[src/tpwm_defs.svh]
// Register offsets, field positions, reset values and timing counts of the PWM timer unit.
// Assumes inclusion by bare name from the design files.
`ifndef TPWM_DEFS_SVH
`define TPWM_DEFS_SVH

// ***********************************************
// Register offsets (byte addresses on the plain port)
// ***********************************************
`define TPWM_OFF_CTRL1 8'h05
`define TPWM_OFF_CTRL23 8'h06
`define TPWM_OFF_PERIOD1 8'h10
`define TPWM_OFF_DUTY1 8'h14
`define TPWM_OFF_COUNT1 8'h18
`define TPWM_OFF_STATUS 8'h20
`define TPWM_OFF_MASK 8'h21
`define TPWM_CH_STRIDE 8'h01

// ***********************************************
// Field positions
// ***********************************************
`define TPWM_C1_OUTEN_LSB 5
`define TPWM_C1_EN_BIT 3
`define TPWM_C2_EN_BIT 7
`define TPWM_C2_PS_LSB 4
`define TPWM_C3_EN_BIT 3
`define TPWM_C3_PS_LSB 0

// ***********************************************
// Reset values and counts
// ***********************************************
`define TPWM_CTRL_RST 8'h00
`define TPWM_COUNT_RELOAD 10'h001
`define TPWM_CLKS_FOUR 1'b1
`endif

[src/tpwm_pkg.sv]
// Types shared by the PWM timer unit.
// Assumes tpwm_defs.svh is compiled alongside.
package tpwm_pkg;
   typedef logic [9:0] tpwm_word_t;
   typedef logic [2:0] tpwm_ps_t;
endpackage

[src/tpwm_channel.sv]
// One timer/PWM channel: prescaler, 10-bit counter, duty latch and compare.
// Assumes a single clock; tick_in is the instruction-cycle strobe of the core.
`include "tpwm_defs.svh"
module tpwm_channel
   import tpwm_pkg::*;
#(
   parameter int WIDTH = 10
)
(
   input wire logic clk_in,
   input wire logic sys_rst_in,
   input wire logic tick_in,
   input wire logic run_in,
   input wire logic out_en_in,
   input wire tpwm_ps_t prescale_in,
   input wire logic [WIDTH-1:0] period_in,
   input wire logic [WIDTH-1:0] duty_in,
   output logic [WIDTH-1:0] count_out,
   output logic pin_out,
   output logic match_out
);
   initial
   begin
      if (WIDTH < 2 || WIDTH > 16)
      begin
         $error("tpwm_channel: WIDTH out of range");
      end
   end

   logic [7:0] pre_q;
   logic [7:0] pre_top;
   logic inc;
   logic at_period;
   logic [WIDTH-1:0] duty_latch_q;

   // ***********************************************
   // Prescaler
   // ***********************************************
   // Ratio 2^(sel+1): 000 gives 1:2, 111 gives 1:256
   assign pre_top = 8'((9'h002 << prescale_in) - 9'h001);
   assign inc = run_in && tick_in && (pre_q == pre_top);

   // Prescale count, cleared on reset and while stopped
   always_ff @(posedge clk_in)
   begin
      if (sys_rst_in || !run_in)
         pre_q <= 8'h00;
      else if (tick_in)
         pre_q <= (pre_q == pre_top) ? 8'h00 : 8'(pre_q + 8'h01);
   end

   // ***********************************************
   // Counter, period compare and duty latch
   // ***********************************************
   // Equality seen during the current increment interval; acted on at the next increment,
   // so the counter climbs past the period setpoint only if it already stands above it, as with the reset setpoint of 0
   assign at_period = (count_out == period_in);

   // Counter runs to period, then on next increment clears to reload value
   always_ff @(posedge clk_in)
   begin
      if (sys_rst_in)
         count_out <= WIDTH'(`TPWM_COUNT_RELOAD);
      else if (inc)
      begin
         if (at_period)
            count_out <= WIDTH'(`TPWM_COUNT_RELOAD);
         else
            count_out <= WIDTH'(count_out + 1'b1);
      end
   end

   // Duty copied only on the clearing increment; writes before then stay pending
   always_ff @(posedge clk_in)
   begin
      if (sys_rst_in)
         duty_latch_q <= '0;
      else if (inc && at_period)
         duty_latch_q <= duty_in;
   end

   // Pin high at period start, low on duty match; high time = duty * tick period * ratio
   always_ff @(posedge clk_in)
   begin
      if (sys_rst_in || !out_en_in)
         pin_out <= 1'b0;
      else if (inc && at_period)
         pin_out <= 1'b1;
      else if (inc && (count_out == duty_latch_q))
         pin_out <= 1'b0;
   end

   // Match pulse in the same cycle the output is set by the period match
   always_ff @(posedge clk_in)
   begin
      if (sys_rst_in)
         match_out <= 1'b0;
      else
         match_out <= inc && at_period;
   end
endmodule

[src/tpwm_unit.sv]
// Overview of operation
// - duty setpoint copies into duty latch only when counter is cleared.
// - output pin goes low when duty latch equals counter.
// - duty writes any time; held pending until period end transfers them.
// - high time equals duty times oscillator period times CLKS times prescale.
// - period match flag sets in the cycle the output goes high.
// - three 10-bit prescaled counters, read-only to software.
// - sleep stops counters unless an analog conversion is running when sleep starts.
// - prescaler ratios 1:2 through 1:256 from a three-bit field.
// - any reset clears every prescaler selection.
// - counter increments to period then reloads with 1.
// - increment after period match clears counter, sets pin, latches duty.
// - clearing a counter enable stops that counter.
//
// Top of the three-channel PWM timer unit with its register port.
// Assumes a one-cycle read latency master and synchronous inputs on clk_in.
//
// Chosen here: the strobed register port.
`include "tpwm_defs.svh"
module tpwm_unit
   import tpwm_pkg::*;
#(
   parameter int WIDTH = 10
)
(
   input wire logic clk_in,
   input wire logic sys_rst_in,
   input wire logic [7:0] addr_in,
   input wire logic [15:0] wdata_in,
   input wire logic wr_in,
   input wire logic rd_in,
   input wire logic sleep_in,
   input wire logic adc_busy_in,
   input wire logic clks_four_in,
   output logic [15:0] rdata_out,
   output logic [2:0] channel_output_pin_out,
   output logic irq_out
);
   initial
   begin
      if (WIDTH != 10)
      begin
         $error("tpwm_unit: register layout serves 10-bit channels only");
      end
   end

   logic [7:0] ctrl1_q;
   logic [7:0] ctrl23_q;
   logic [WIDTH-1:0] period_setpoint_q [3];
   logic [WIDTH-1:0] duty_setpoint_q [3];
   logic [WIDTH-1:0] channel_counter [3];
   logic [2:0] match;
   logic [2:0] pin;
   logic [2:0] period_match_flag_q;
   logic [2:0] interrupt_mask_reg_q;
   logic [2:0] run;
   logic [2:0] out_en;
   tpwm_ps_t ps [3];
   logic sleep_stop_q;
   logic sleep_seen_q;
   logic tick;
   logic tick_q;
   logic [15:0] rdata_d;

   // ***********************************************
   // Instruction-cycle tick and sleep gating
   // ***********************************************
   // Tick every 1 or 2 clocks: one clock models two oscillator periods
   always_ff @(posedge clk_in)
   begin
      if (sys_rst_in)
         tick_q <= 1'b0;
      else
         tick_q <= ~tick_q;
   end
   assign tick = (clks_four_in == `TPWM_CLKS_FOUR) ? tick_q : 1'b1;

   // Sleep decision frozen on entry: an ADC busy at entry keeps counters running
   always_ff @(posedge clk_in)
   begin
      if (sys_rst_in || !sleep_in)
         sleep_stop_q <= 1'b0;
      else if (!sleep_seen_q && !adc_busy_in)
         sleep_stop_q <= 1'b1;
   end

   // Sleep level of the last cycle; only the entry cycle may decide to stop,
   // so a conversion that ends during sleep leaves the counters running
   always_ff @(posedge clk_in)
   begin
      if (sys_rst_in)
         sleep_seen_q <= 1'b0;
      else
         sleep_seen_q <= sleep_in;
   end

   // Enables and prescale fields per channel
   assign run[0] = ctrl1_q[`TPWM_C1_EN_BIT] && !sleep_stop_q;
   assign run[1] = ctrl23_q[`TPWM_C2_EN_BIT] && !sleep_stop_q;
   assign run[2] = ctrl23_q[`TPWM_C3_EN_BIT] && !sleep_stop_q;
   assign out_en = ctrl1_q[`TPWM_C1_OUTEN_LSB +: 3];
   assign ps[0] = ctrl1_q[2:0];
   assign ps[1] = ctrl23_q[`TPWM_C2_PS_LSB +: 3];
   assign ps[2] = ctrl23_q[`TPWM_C3_PS_LSB +: 3];

   // ***********************************************
   // Register writes
   // ***********************************************
   // Control registers; reset clears prescale selections
   always_ff @(posedge clk_in)
   begin
      if (sys_rst_in)
      begin
         ctrl1_q <= `TPWM_CTRL_RST;
         ctrl23_q <= `TPWM_CTRL_RST;
         interrupt_mask_reg_q <= 3'h0;
      end
      else if (wr_in)
      begin
         if (addr_in == `TPWM_OFF_CTRL1)
            ctrl1_q <= wdata_in[7:0] & 8'hEF; // Bit 4 is fixed at zero
         else if (addr_in == `TPWM_OFF_CTRL23)
            ctrl23_q <= wdata_in[7:0];
         else if (addr_in == `TPWM_OFF_MASK)
            interrupt_mask_reg_q <= wdata_in[2:0];
      end
   end

   // Setpoints: duty may be written any time, it only waits in this register
   always_ff @(posedge clk_in)
   begin
      if (sys_rst_in)
      begin
         for (int i = 0; i < 3; i++)
         begin
            period_setpoint_q[i] <= '0;
            duty_setpoint_q[i] <= '0;
         end
      end
      else if (wr_in)
      begin
         for (int i = 0; i < 3; i++)
         begin
            if (addr_in == 8'(`TPWM_OFF_PERIOD1 + i))
               period_setpoint_q[i] <= wdata_in[WIDTH-1:0];
            else if (addr_in == 8'(`TPWM_OFF_DUTY1 + i))
               duty_setpoint_q[i] <= wdata_in[WIDTH-1:0];
         end
      end
   end

   // ***********************************************
   // Channels
   // ***********************************************
   for (genvar g = 0; g < 3; g++)
   begin : gen_ch
      tpwm_channel #(
         .WIDTH(WIDTH)
      ) u_ch (
         .clk_in(clk_in),
         .sys_rst_in(sys_rst_in),
         .tick_in(tick),
         .run_in(run[g]),
         .out_en_in(out_en[g]),
         .prescale_in(ps[g]),
         .period_in(period_setpoint_q[g]),
         .duty_in(duty_setpoint_q[g]),
         .count_out(channel_counter[g]),
         .pin_out(pin[g]),
         .match_out(match[g])
      );
   end

   // Output pins already come from flops inside the channels; one more stage keeps them aligned
   always_ff @(posedge clk_in)
   begin
      if (sys_rst_in)
         channel_output_pin_out <= 3'h0;
      else
         channel_output_pin_out <= pin;
   end

   // ***********************************************
   // Interrupt status
   // ***********************************************
   // Sticky match flags, write one to clear; a new match wins over the clear
   always_ff @(posedge clk_in)
   begin
      if (sys_rst_in)
         period_match_flag_q <= 3'h0;
      else if (wr_in && addr_in == `TPWM_OFF_STATUS)
         period_match_flag_q <= (period_match_flag_q & ~wdata_in[2:0]) | match;
      else
         period_match_flag_q <= period_match_flag_q | match;
   end

   // Level interrupt while any unmasked flag is set
   always_ff @(posedge clk_in)
   begin
      if (sys_rst_in)
         irq_out <= 1'b0;
      else
         irq_out <= |(period_match_flag_q & interrupt_mask_reg_q);
   end

   // ***********************************************
   // Register reads
   // ***********************************************
   // Counters readable only; unmapped addresses read zero
   always_comb
   begin
      rdata_d = 16'h0000;
      if (addr_in == `TPWM_OFF_CTRL1)
         rdata_d = {8'h00, ctrl1_q};
      else if (addr_in == `TPWM_OFF_CTRL23)
         rdata_d = {8'h00, ctrl23_q};
      else if (addr_in == `TPWM_OFF_STATUS)
         rdata_d = {13'h0000, period_match_flag_q};
      else if (addr_in == `TPWM_OFF_MASK)
         rdata_d = {13'h0000, interrupt_mask_reg_q};
      else
      begin
         for (int i = 0; i < 3; i++)
         begin
            if (addr_in == 8'(`TPWM_OFF_PERIOD1 + i))
               rdata_d = 16'(period_setpoint_q[i]);
            else if (addr_in == 8'(`TPWM_OFF_DUTY1 + i))
               rdata_d = 16'(duty_setpoint_q[i]);
            else if (addr_in == 8'(`TPWM_OFF_COUNT1 + i))
               rdata_d = 16'(channel_counter[i]);
         end
      end
   end

   // Read data stands only in the cycle after the strobe
   always_ff @(posedge clk_in)
   begin
      if (sys_rst_in || !rd_in)
         rdata_out <= 16'h0000;
      else
         rdata_out <= rdata_d;
   end
endmodule

[config.mk]
export PLATFORM = sky130hd
export DESIGN_NAME = tpwm_unit
export DESIGN_NICKNAME = d
export VERILOG_FILES = /design/src/tpwm_pkg.sv /design/src/tpwm_channel.sv /design/src/tpwm_unit.sv
export VERILOG_INCLUDE_DIRS = /design/src
export SDC_FILE = /design/constraint.sdc
export NUM_CORES = 1
export LEC_CHECK = 0
export BUFFER_PORTS_ARGS = -buffer_cell sky130_fd_sc_hd__buf_2
export CAP_MARGIN = 40
export CORE_UTILIZATION = 25
export DETAILED_ROUTE_END_ITERATION = 6
export GPL_ROUTABILITY_DRIVEN = 0
export PLACE_DENSITY = 0.42
export REMOVE_ABC_BUFFERS = 1
export SYNTH_ARGS = -nofsm -noshare
export SYNTH_HDL_FRONTEND = slang
export SYNTH_SLANG_ARGS = --single-unit
[constraint.sdc]
create_clock -name clk_in -period 4.1 [get_ports clk_in]
set_input_delay 0.615 -clock clk_in [delete_from_list [all_inputs] [get_ports clk_in]]
set_output_delay 0.615 -clock clk_in [all_outputs]
set_load 0.02 [all_outputs]
Word level (Yosys, flattened, before mapping)

Memories as Yosys holds them, arrays and structs flattened.
Cells that the tools add are included.

Register bits after elaboration: 134
Bits in writable memories: 60
Bits of input ports: 31
Output and inout bits: 20
Logic and storage cells: 186
Memories kept: 2

Memory list:

| memory            | depth | bits a word | rd ports | clocked after Yosys merged registers in | write ports | RTL line        | source |
|---|---|---|---|---|---|---|---|
| duty_setpoint_q   | 3     | 10          | 3        | 0                                       | 3           | tpwm_unit.sv:50 | `logic [WIDTH-1:0] duty_setpoint_q [3];` |
| period_setpoint_q | 3     | 10          | 3        | 0                                       | 3           | tpwm_unit.sv:49 | `logic [WIDTH-1:0] period_setpoint_q [3];` |

Add/sub/neg operators: 9
Equality and inequality tests: 22
Shift-type cells: 3
Multiplexer cells: 62
Bitwise operators: 14
Reduce and logical (&&, ||, !) cells: 46

Operators with widths:

| cell                                                               | count |
|---|---|
| 10-bit two-way mux                                                 | 18 |
| 8-bit by 5-bit == test with 1-bit output, second input constant    | 9 |
| 10-bit == test                                                     | 6 |
| 8-bit two-way mux                                                  | 7 |
| 1-bit two-way mux                                                  | 36 |
| 10-bit by 1-bit adder with 10-bit output, second input constant    | 3 |
| 8-bit by 1-bit adder with 8-bit output, second input constant      | 3 |
| 8-bit == test                                                      | 3 |
| 2-bit by 3-bit << shifter with 8-bit output, first input constant  | 3 |
| 8-bit by 1-bit subtractor with 8-bit output, second input constant | 3 |
| 1-bit logical AND                                                  | 17 |
| 8-bit by 3-bit == test with 1-bit output, second input constant    | 2 |
| 8-bit by 6-bit == test with 1-bit output, second input constant    | 2 |
| 13-bit OR reduction                                                | 1 |
| 1-bit logical NOT                                                  | 11 |
| 1-bit logical OR                                                   | 8 |
| 3-bit bitwise AND                                                  | 2 |
| 1-bit OR                                                           | 6 |
| 3-bit OR                                                           | 2 |
| 2-bit nonzero test                                                 | 3 |
| 5-bit OR reduction                                                 | 1 |
| 4-bit AND reduction                                                | 1 |
| 3-bit two-way mux                                                  | 1 |
| 1-bit NOT                                                          | 3 |
| other kinds (5)                                                    | 5 |

Longest topological paths before layout

Gate-level depths: netlist of the first run.

Depth after elaboration: 14
Depth in mapped cells: 10
Depth with buffers taken out: 7

Hierarchy

Synthesis of the first run repeated with hierarchy kept, for this count alone.

Cells, all modules: 1,050
Area total of the unflattened synthesis: 10,192.3 µm²

By module, submodules not included:

| module       | times used | cells an instance | area each (µm²) | seq. area each (µm²) |
|---|---|---|---|---|
| tpwm_channel | 3          | 210               | 1,854.3         | 600.6 |
| tpwm_unit    | 1          | 420               | 4,629.4         | 2,562.5 |

Least setup slack after synthesis of the first run

OpenSTA, ideal clock, no wires.

Kind: input -> register
From: input port addr_in[7]
To: register ctrl23_q[0]
Setup time: 0.128 ns
Arrival time: 2.271 ns
Required time: 3.972 ns
Path slack: 1.702 ns
Cell stages on the path: 6
Path buffers: 1
Cell sequence: nor4_2 > and3_1 > clkbuf_1 > nand3_1 > mux2i_1 > nor2_1

Word-level cells in the longest chain between the ends: 3
Elaborated cells between the ends (all ways): 4
Those cells by class: eq/ne: 2; bitwise: 1; reduce/logical: 1

RTL lines:

| element                                            | RTL line         | source |
|---|---|---|
| start: declaration                                 | tpwm_unit.sv:28  | `input wire logic [7:0] addr_in,` |
| 8-bit by 3-bit == test with 1-bit output (no line) | --               |  |
| 1-bit NOT (no line)                                | --               |  |
| 3-bit AND reduction (no line) *                    | --               |  |
| end signal: assignment                             | tpwm_unit.sv:115 | `` ctrl23_q <= `TPWM_CTRL_RST; `` |
| end signal: assignment                             | tpwm_unit.sv:123 | `ctrl23_q <= wdata_in[7:0];` |
| end: declaration                                   | tpwm_unit.sv:48  | `logic [7:0] ctrl23_q;` |

Mark *: on every way between the ends. The rest lies on a longest branch, timed or not.
A chain may end at the register's enable or synchronous reset.

Final worst setup path of the first run

From: register ctrl1_q[2]
To: register gen_ch[0].u_ch.count_out[7]

Word-level cells in the longest chain between the ends: 4

RTL lines:

| element                                     | RTL line           | source |
|---|---|---|
| start: declaration                          | tpwm_unit.sv:47    | `logic [7:0] ctrl1_q;` |
| start signal: assignment                    | tpwm_unit.sv:114   | `` ctrl1_q <= `TPWM_CTRL_RST; `` |
| start signal: assignment                    | tpwm_unit.sv:121   | `ctrl1_q <= wdata_in[7:0] & 8'hEF;` |
| 2-bit by 3-bit << shifter with 8-bit output | tpwm_channel.sv:40 | `assign pre_top = 8'((9'h002 << prescale_in) - 9'h001);` |
| 8-bit by 1-bit subtractor with 8-bit output | tpwm_channel.sv:40 |  |
| 8-bit == test                               | tpwm_channel.sv:41 | `assign inc = run_in && tick_in && (pre_q == pre_top);` |
| 1-bit logical AND                           | tpwm_channel.sv:41 |  |
| end signal: assignment                      | tpwm_channel.sv:63 | `` count_out <= WIDTH'(`TPWM_COUNT_RELOAD); `` |
| end signal: assignment                      | tpwm_channel.sv:67 | `` count_out <= WIDTH'(`TPWM_COUNT_RELOAD); `` |
| end signal: assignment                      | tpwm_channel.sv:69 | `count_out <= WIDTH'(count_out + 1'b1);` |
| end: declaration                            | tpwm_channel.sv:18 | `output logic [WIDTH-1:0] count_out,` |

No other way between the ends.

==> flow_summary.toml, run 1 <==
[timing]
timing.fmax_mhz = 342
final_hold_viol_count = 0
relSlewSlack_pct = 47.4
finalCritPeriodShare_pct = 71.3
skew_ps = 13.0
fin_tns_setup_ps = 0
worst_slew_pin_slew_ps = 788
timing.hold.ws_ps = 397
finalMaxSlewViolations = 0
rsz0062_at_grt = "no"
period_needed_ps = 2920
setup_viol = 0

[synthesis]
yosysWarningCount = 0
mappedNetlistArea_um2 = 9260
synthArstFlopShare_pct = 0
synth_edf_count = 60
ys_types = 72
ys.flop_type = "dfxtp_1"
syn_area_per_cell_um2 = 9.55
ys_ff_latch = 188
synthCells = 969
seq_area_frac_synth_pct = 47.1

[setup_path]
worstPathRequired_ps = 4430
cp-end-kind = "flip-flop"
r2r_end = "gen_ch[0].u_ch.count_out[7]"
setup.worst_path.start = "ctrl1_q[2]"
r2r-start = "ctrl1_q[2]"
path_max_fanout = 14
crit_path_end = "gen_ch[0].u_ch.count_out[7]"
crit_arrival_ps = 3250
ff2ff_path_depth = 7
worst_setup_path_start_kind = "flip-flop"
r2r_slack_ps = 1180
criticalPathCategory = "flip-flop to flip-flop"

[detailed_routing]
ant_nets = 0
drt-total-wl_mm = 28.5
drc = 0
vias_per_cell = 4.89
drt_iter0_drc = 508
drt_pre_antenna_iters = 5
vias = 7197
wire_per_inst_um = 19.4

[grt]
grt_overflow = 0
first_global_vias = 6911
grt_pass1_wl_mm = 43.4
antenna_found_initial = 0
grt_max_degree = 43
grt_use_total_pct = 15.2

[finish]
multi_input_area_um2 = 4560
nFillCells = 3874
diodes = 0
nets = 1027
drive_above_1_share_pct = 11.5
seqCellArea_um2 = 4360
synthToLayoutAreaGrowth_pct = 14.2

[floorplan]
start_util_pct = 25.3
die_area_um2 = 37800
die_w_um = 194
fp.dieH_um = 194
coreArea_um2 = 36500
num_rows = 70
pin_count = 51

[power_and_ir_drop]
p_per_area_nw_per_um2 = 369
vdd.ir_drop.worst_v = 0.000214
p_leak_nw = 3.84
p_total_w = 0.00390

[placement]
io_buffers = 38
dp_hpwl_mm = 21.6

[clock_network]
clk_path_buf_depth = 2
htree_levels = 4
cts_buffers = 17
postCtsSetupBuffers = 0
cts-root-buf = "clkbuf_16"
insertion_delay_ps = 440
cts.sinks = 188
post_cts_resized = 0
cts_tree = "yes"
ctsHoldBuffers = 0
clk_pin_slew_ps = 70

[outcome]
status = "complete, no violations"

[min_path]
hp-class = "flip-flop to flip-flop"

[run]
maxCapViolCount = 0
==> routing by layer <==
| layer | vias up | track usage, % | wire [um] |
|---|---|---|---|
| li1 | 3515 | - | - |
| met1 | 3500 | 20.5 | 13800 |
| met2 | 145 | 24.6 | 13200 |
| met3 | 37 | 2.15 | 835 |
| met4 | 0 | 5.79 | 680 |
| met5 | - | 0 | 0 |
==> report_power, final <==
part | switching [W] | internal (W)
combinational | 0.000131 | 0.0000610
sequential | 0.0000274 | 0.00195
clock | 0.000785 | 0.000945
==> layout by cell type, fill, tap and decap left out, drive strengths merged, types with 11 or more instances in the layout <==
cell type and count:
o21ai 38, nor3 12, nor4 16, nor2 107, dfxtp 128, nor2b 11
a22oi 12, a21oi 46, a22o 21, nand2 55, mux2i 41, xor2 64
and2 20, nand3 39, inv 30, edfxtp 60, nand4 24, and3 14
xnor2 36, clkbuf 20, a211oi 14, buf 61, nand2b 18
==> area by class of cell <==
| type | instances | area share (%) |
|---|---|---|
| clock buffer | 20 | 4.63 |
| sequential | 188 | 41.3 |
| tap | 468 | 5.54 |
| multi-input combinational | 700 | 43.2 |
| clock inverter | 12 | 1.14 |
| inverter | 22 | 0.781 |
| timing repair buffer | 61 | 3.43 |
==> stage by stage <==
stage	setup WS [ps]	cells	util [%]	area (um^2)
after floorplan	510	910	-	8990
after global placement	991	1438	27.2	9950
after detailed placement	973	1439	27.3	9960
after CTS	1120	1471	28.9	10600
after global routing	934	1471	28.9	10600
final	1180	1471	28.9	10600
==> cell families (layout without fill, tap and decap cells) <==
kind of cell | Yosys count | in the layout | synth area share [%]
compound gates | 192 | 192 | 14.0
buf+inv | 86 | 115 | 3.96
other cells | 1 | 6 | 0.0405
xor+xnor | 100 | 100 | 9.46
fa+ha+maj | 7 | 7 | 0.919
mux | 45 | 45 | 4.92
simple gates | 350 | 350 | 19.6
flops | 188 | 188 | 47.1
==> worst max-delay path: stages (launching register included) <==
cell and delay [ps]:
dfxtp_1 600, nand2b_1 170, a21oi_1 60, nor4_1 460
and3_1 460, and3_1 660, or2_2 330, nor2_1 70
==> flip-flops by register name (all words and copies together) (netlist names), 7 cells and up <==
register                  flops
ctrl1_q                       7
ctrl23_q                      8
duty_setpoint_q              30
gen_ch.u_ch.count_out        30
gen_ch.u_ch.duty_latch_q     30
gen_ch.u_ch.pre_q            24
period_setpoint_q            30
rdata_out                    10
==> cell usage after synthesis (4+ instances only) <==
library cell	number	area [um^2]
nand4_1	24	150
dfxtp_1	128	2560
xor2_1	64	561
nand2b_1	18	113
nor2_1	107	402
mux2i_1	41	410
buf_1	6	22.5
nor2b_1	11	68.8
nor4_1	15	93.8
mux2_2	4	45.0
a211oi_1	13	97.6
o21bai_1	5	37.5
buf_2	11	55.1
a31oi_1	8	50.1
o21ai_0	38	190
nand3_1	39	195
a22oi_1	12	90.1
a21oi_1	46	230
clkbuf_1	40	150
inv_1	22	82.6
buf_4	6	45.0
or2_2	6	37.5
a22o_1	21	184
ha_1	6	75.1
and4_1	5	43.8
nor3_1	11	55.1
and2_1	20	125
o22ai_1	8	50.1
edfxtp_1	60	1800
a21o_1	4	30.0
xnor2_1	36	315
nor3b_1	4	30.0
o221ai_1	4	35.0
nand2_1	55	206
and3_1	14	87.6
==> worst min path at each step <==
stage               startpoint     end  slack [ps]  cells after the start
finish                  tick_q  tick_q         400                      1
global route            tick_q  tick_q         410                      1
CTS                     tick_q  tick_q         400                      1
detailed placement      tick_q  tick_q         390                      1
global placement        tick_q  tick_q         390                      1
floorplan               tick_q  tick_q         380                      1
Note: power is estimated with default switching activity, not from simulation.
==> inputs of run 2 (changes only) <==
--- a/config.mk
+++ b/config.mk
@@ -11,7 +11,7 @@
 export CORE_UTILIZATION = 25
 export DETAILED_ROUTE_END_ITERATION = 6
 export GPL_ROUTABILITY_DRIVEN = 0
-export PLACE_DENSITY = 0.42
+export PLACE_DENSITY = 0.44
 export REMOVE_ABC_BUFFERS = 1
 export SYNTH_ARGS = -nofsm -noshare
 export SYNTH_HDL_FRONTEND = slang
==> constraint.sdc (replaced) <==
create_clock -name clk_in -period 2.4 [get_ports clk_in]
set_input_delay 0.36 -clock clk_in [delete_from_list [all_inputs] [get_ports clk_in]]
set_output_delay 0.36 -clock clk_in [all_outputs]
set_load 0.02 [all_outputs]
==> flow_summary.toml, run 2 (synthesis results as in run 1) <==
[timing]
finalCritPeriodShare_pct = 95.7
relSlewSlack_pct = 65.1
timing.hold.ws_ps = 192
final_hold_viol_count = 0
worst_slew_pin_slew_ps = 522
period_needed_ps = 2300
skew_ps = 12.3
timing.fmax_mhz = 435
rsz0062_at_grt = "no"
finalMaxSlewViolations = 0
fin_tns_setup_ps = 0
setup_viol = 0

[detailed_routing]
drc = 0
drt_iter0_drc = 479
drt-total-wl_mm = 29.8
vias_per_cell = 4.83
wire_per_inst_um = 19.3
vias = 7456
drt_pre_antenna_iters = 5
ant_nets = 0

[floorplan]
num_rows = 70
fp.dieH_um = 194
coreArea_um2 = 36500
die_area_um2 = 37800
pin_count = 51
start_util_pct = 25.3
die_w_um = 194

[setup_path]
critical_path.top_delay_family = "simple AND/OR/NAND/NOR gates"
crit_buf_inv = 1
path_max_fanout = 8
crit_path_frequent_cell = "or4_1"
worst_setup_path_start_kind = "flip-flop"
crit_chain = "or4_1, o21a_2, a211oi_4, buf_12, nand4_1, or4_1, a21oi_1"
criticalPathCategory = "flip-flop to flip-flop"
crit_arrival_ps = 2670
worstPathRequired_ps = 2780
cp-end-kind = "flip-flop"
crit_slowest_cell = "or4_1"
r2r_slack_ps = 100
slowest_delay_ps = 510

[finish]
seqCellArea_um2 = 4370
drive_above_1_share_pct = 17.7
diodes = 0
final_cells = 1543
fin_area_um2 = 11200
multi_input_area_um2 = 4600
nets = 1099
synthToLayoutAreaGrowth_pct = 20.9
layout_common_cells = "dfxtp_1, nor2_1, buf_4"
layout_commonest_cell = "dfxtp_1"
nFillCells = 3791

[clock_network]
clk_path_buf_depth = 2
clk_pin_slew_ps = 80
htree_levels = 4
cts.sinks = 188
insertion_delay_ps = 450
ctsHoldBuffers = 0
cts_buffers = 17
cts_tree = "yes"
cts-root-buf = "clkbuf_16"

[run]
maxCapViolCount = 0

[min_path]
hp-class = "input port to flip-flop"

[power_and_ir_drop]
p_per_area_nw_per_um2 = 591
p_total_w = 0.00661
p_leak_nw = 4.23
vdd.ir_drop.worst_v = 0.000409

[grt]
grt_overflow = 0
antenna_found_initial = 0
grt_pass1_wl_mm = 45.4
first_global_vias = 7264
grt_use_total_pct = 16.1
grt_max_degree = 55

[placement]
dp_hpwl_mm = 23.2
io_buffers = 38
placed_cells = 1510
place_area_um2 = 10600

[outcome]
status = "complete, no violations"
==> run 2: changes by cell type in the layout (fill, tap and decap cells not counted), sizes merged <==
cell,previous run,this run
buf,61,133
inv,30,26
clkinv,2,6
==> run 2: final timing paths <==
path,from,endpoint,depth (start not counted)
setup / recovery,ctrl23_q[6],gen_ch[1].u_ch.count_out[8],7
hold / removal,sleep_in,sleep_seen_q,2
setup reg to reg,ctrl23_q[6],gen_ch[1].u_ch.count_out[8],7
hold reg to reg,tick_q,tick_q,1
==> run 2: metal layers <==
layer | GRT usage [%] | routed length [um] | vias to the layer above
met3 | 2.22 | 885 | 23
li1 | - | - | 3668
met4 | 4.29 | 438 | 0
met2 | 27.1 | 14300 | 151
met5 | 0 | 0 | -
met1 | 21.4 | 14200 | 3614
==> run 2: power by group <==
part	internal (W)	total, W	leakage, nW	switching, W
Combinational	0.000127	0.000358	2.34	0.000232
Clock	0.00156	0.00286	0.289	0.00130
Sequential	0.00333	0.00339	1.60	0.0000543
Total	0.00502	0.00661	4.23	0.00159
==> run 2: through the flow <==
stage | setup slack, ps | util [%]
global placement | 47.8 | 28.9
finish | 103 | 30.6
detailed placement | -16.7 | 28.9
floorplan | -937 | -
CTS | 17.8 | 30.5
global route | 0.798 | 30.6
==> run 2: final cells by class <==
class / instances / share of cell area [%]
Sequential cell: 188 / 39.0
Multi-Input combinational cell: 700 / 41.1
Timing Repair Buffer: 133 / 8.63
Inverter: 22 / 0.738
Clock inverter: 12 / 0.951
Clock buffer: 20 / 4.28
Tap cell: 468 / 5.23
==> run 2: timing repair <==
action,in CTS,in global routing
setup endpoints to repair,8,43
pin swaps,0,1
setup buffers,0,1
resized for setup,1,6
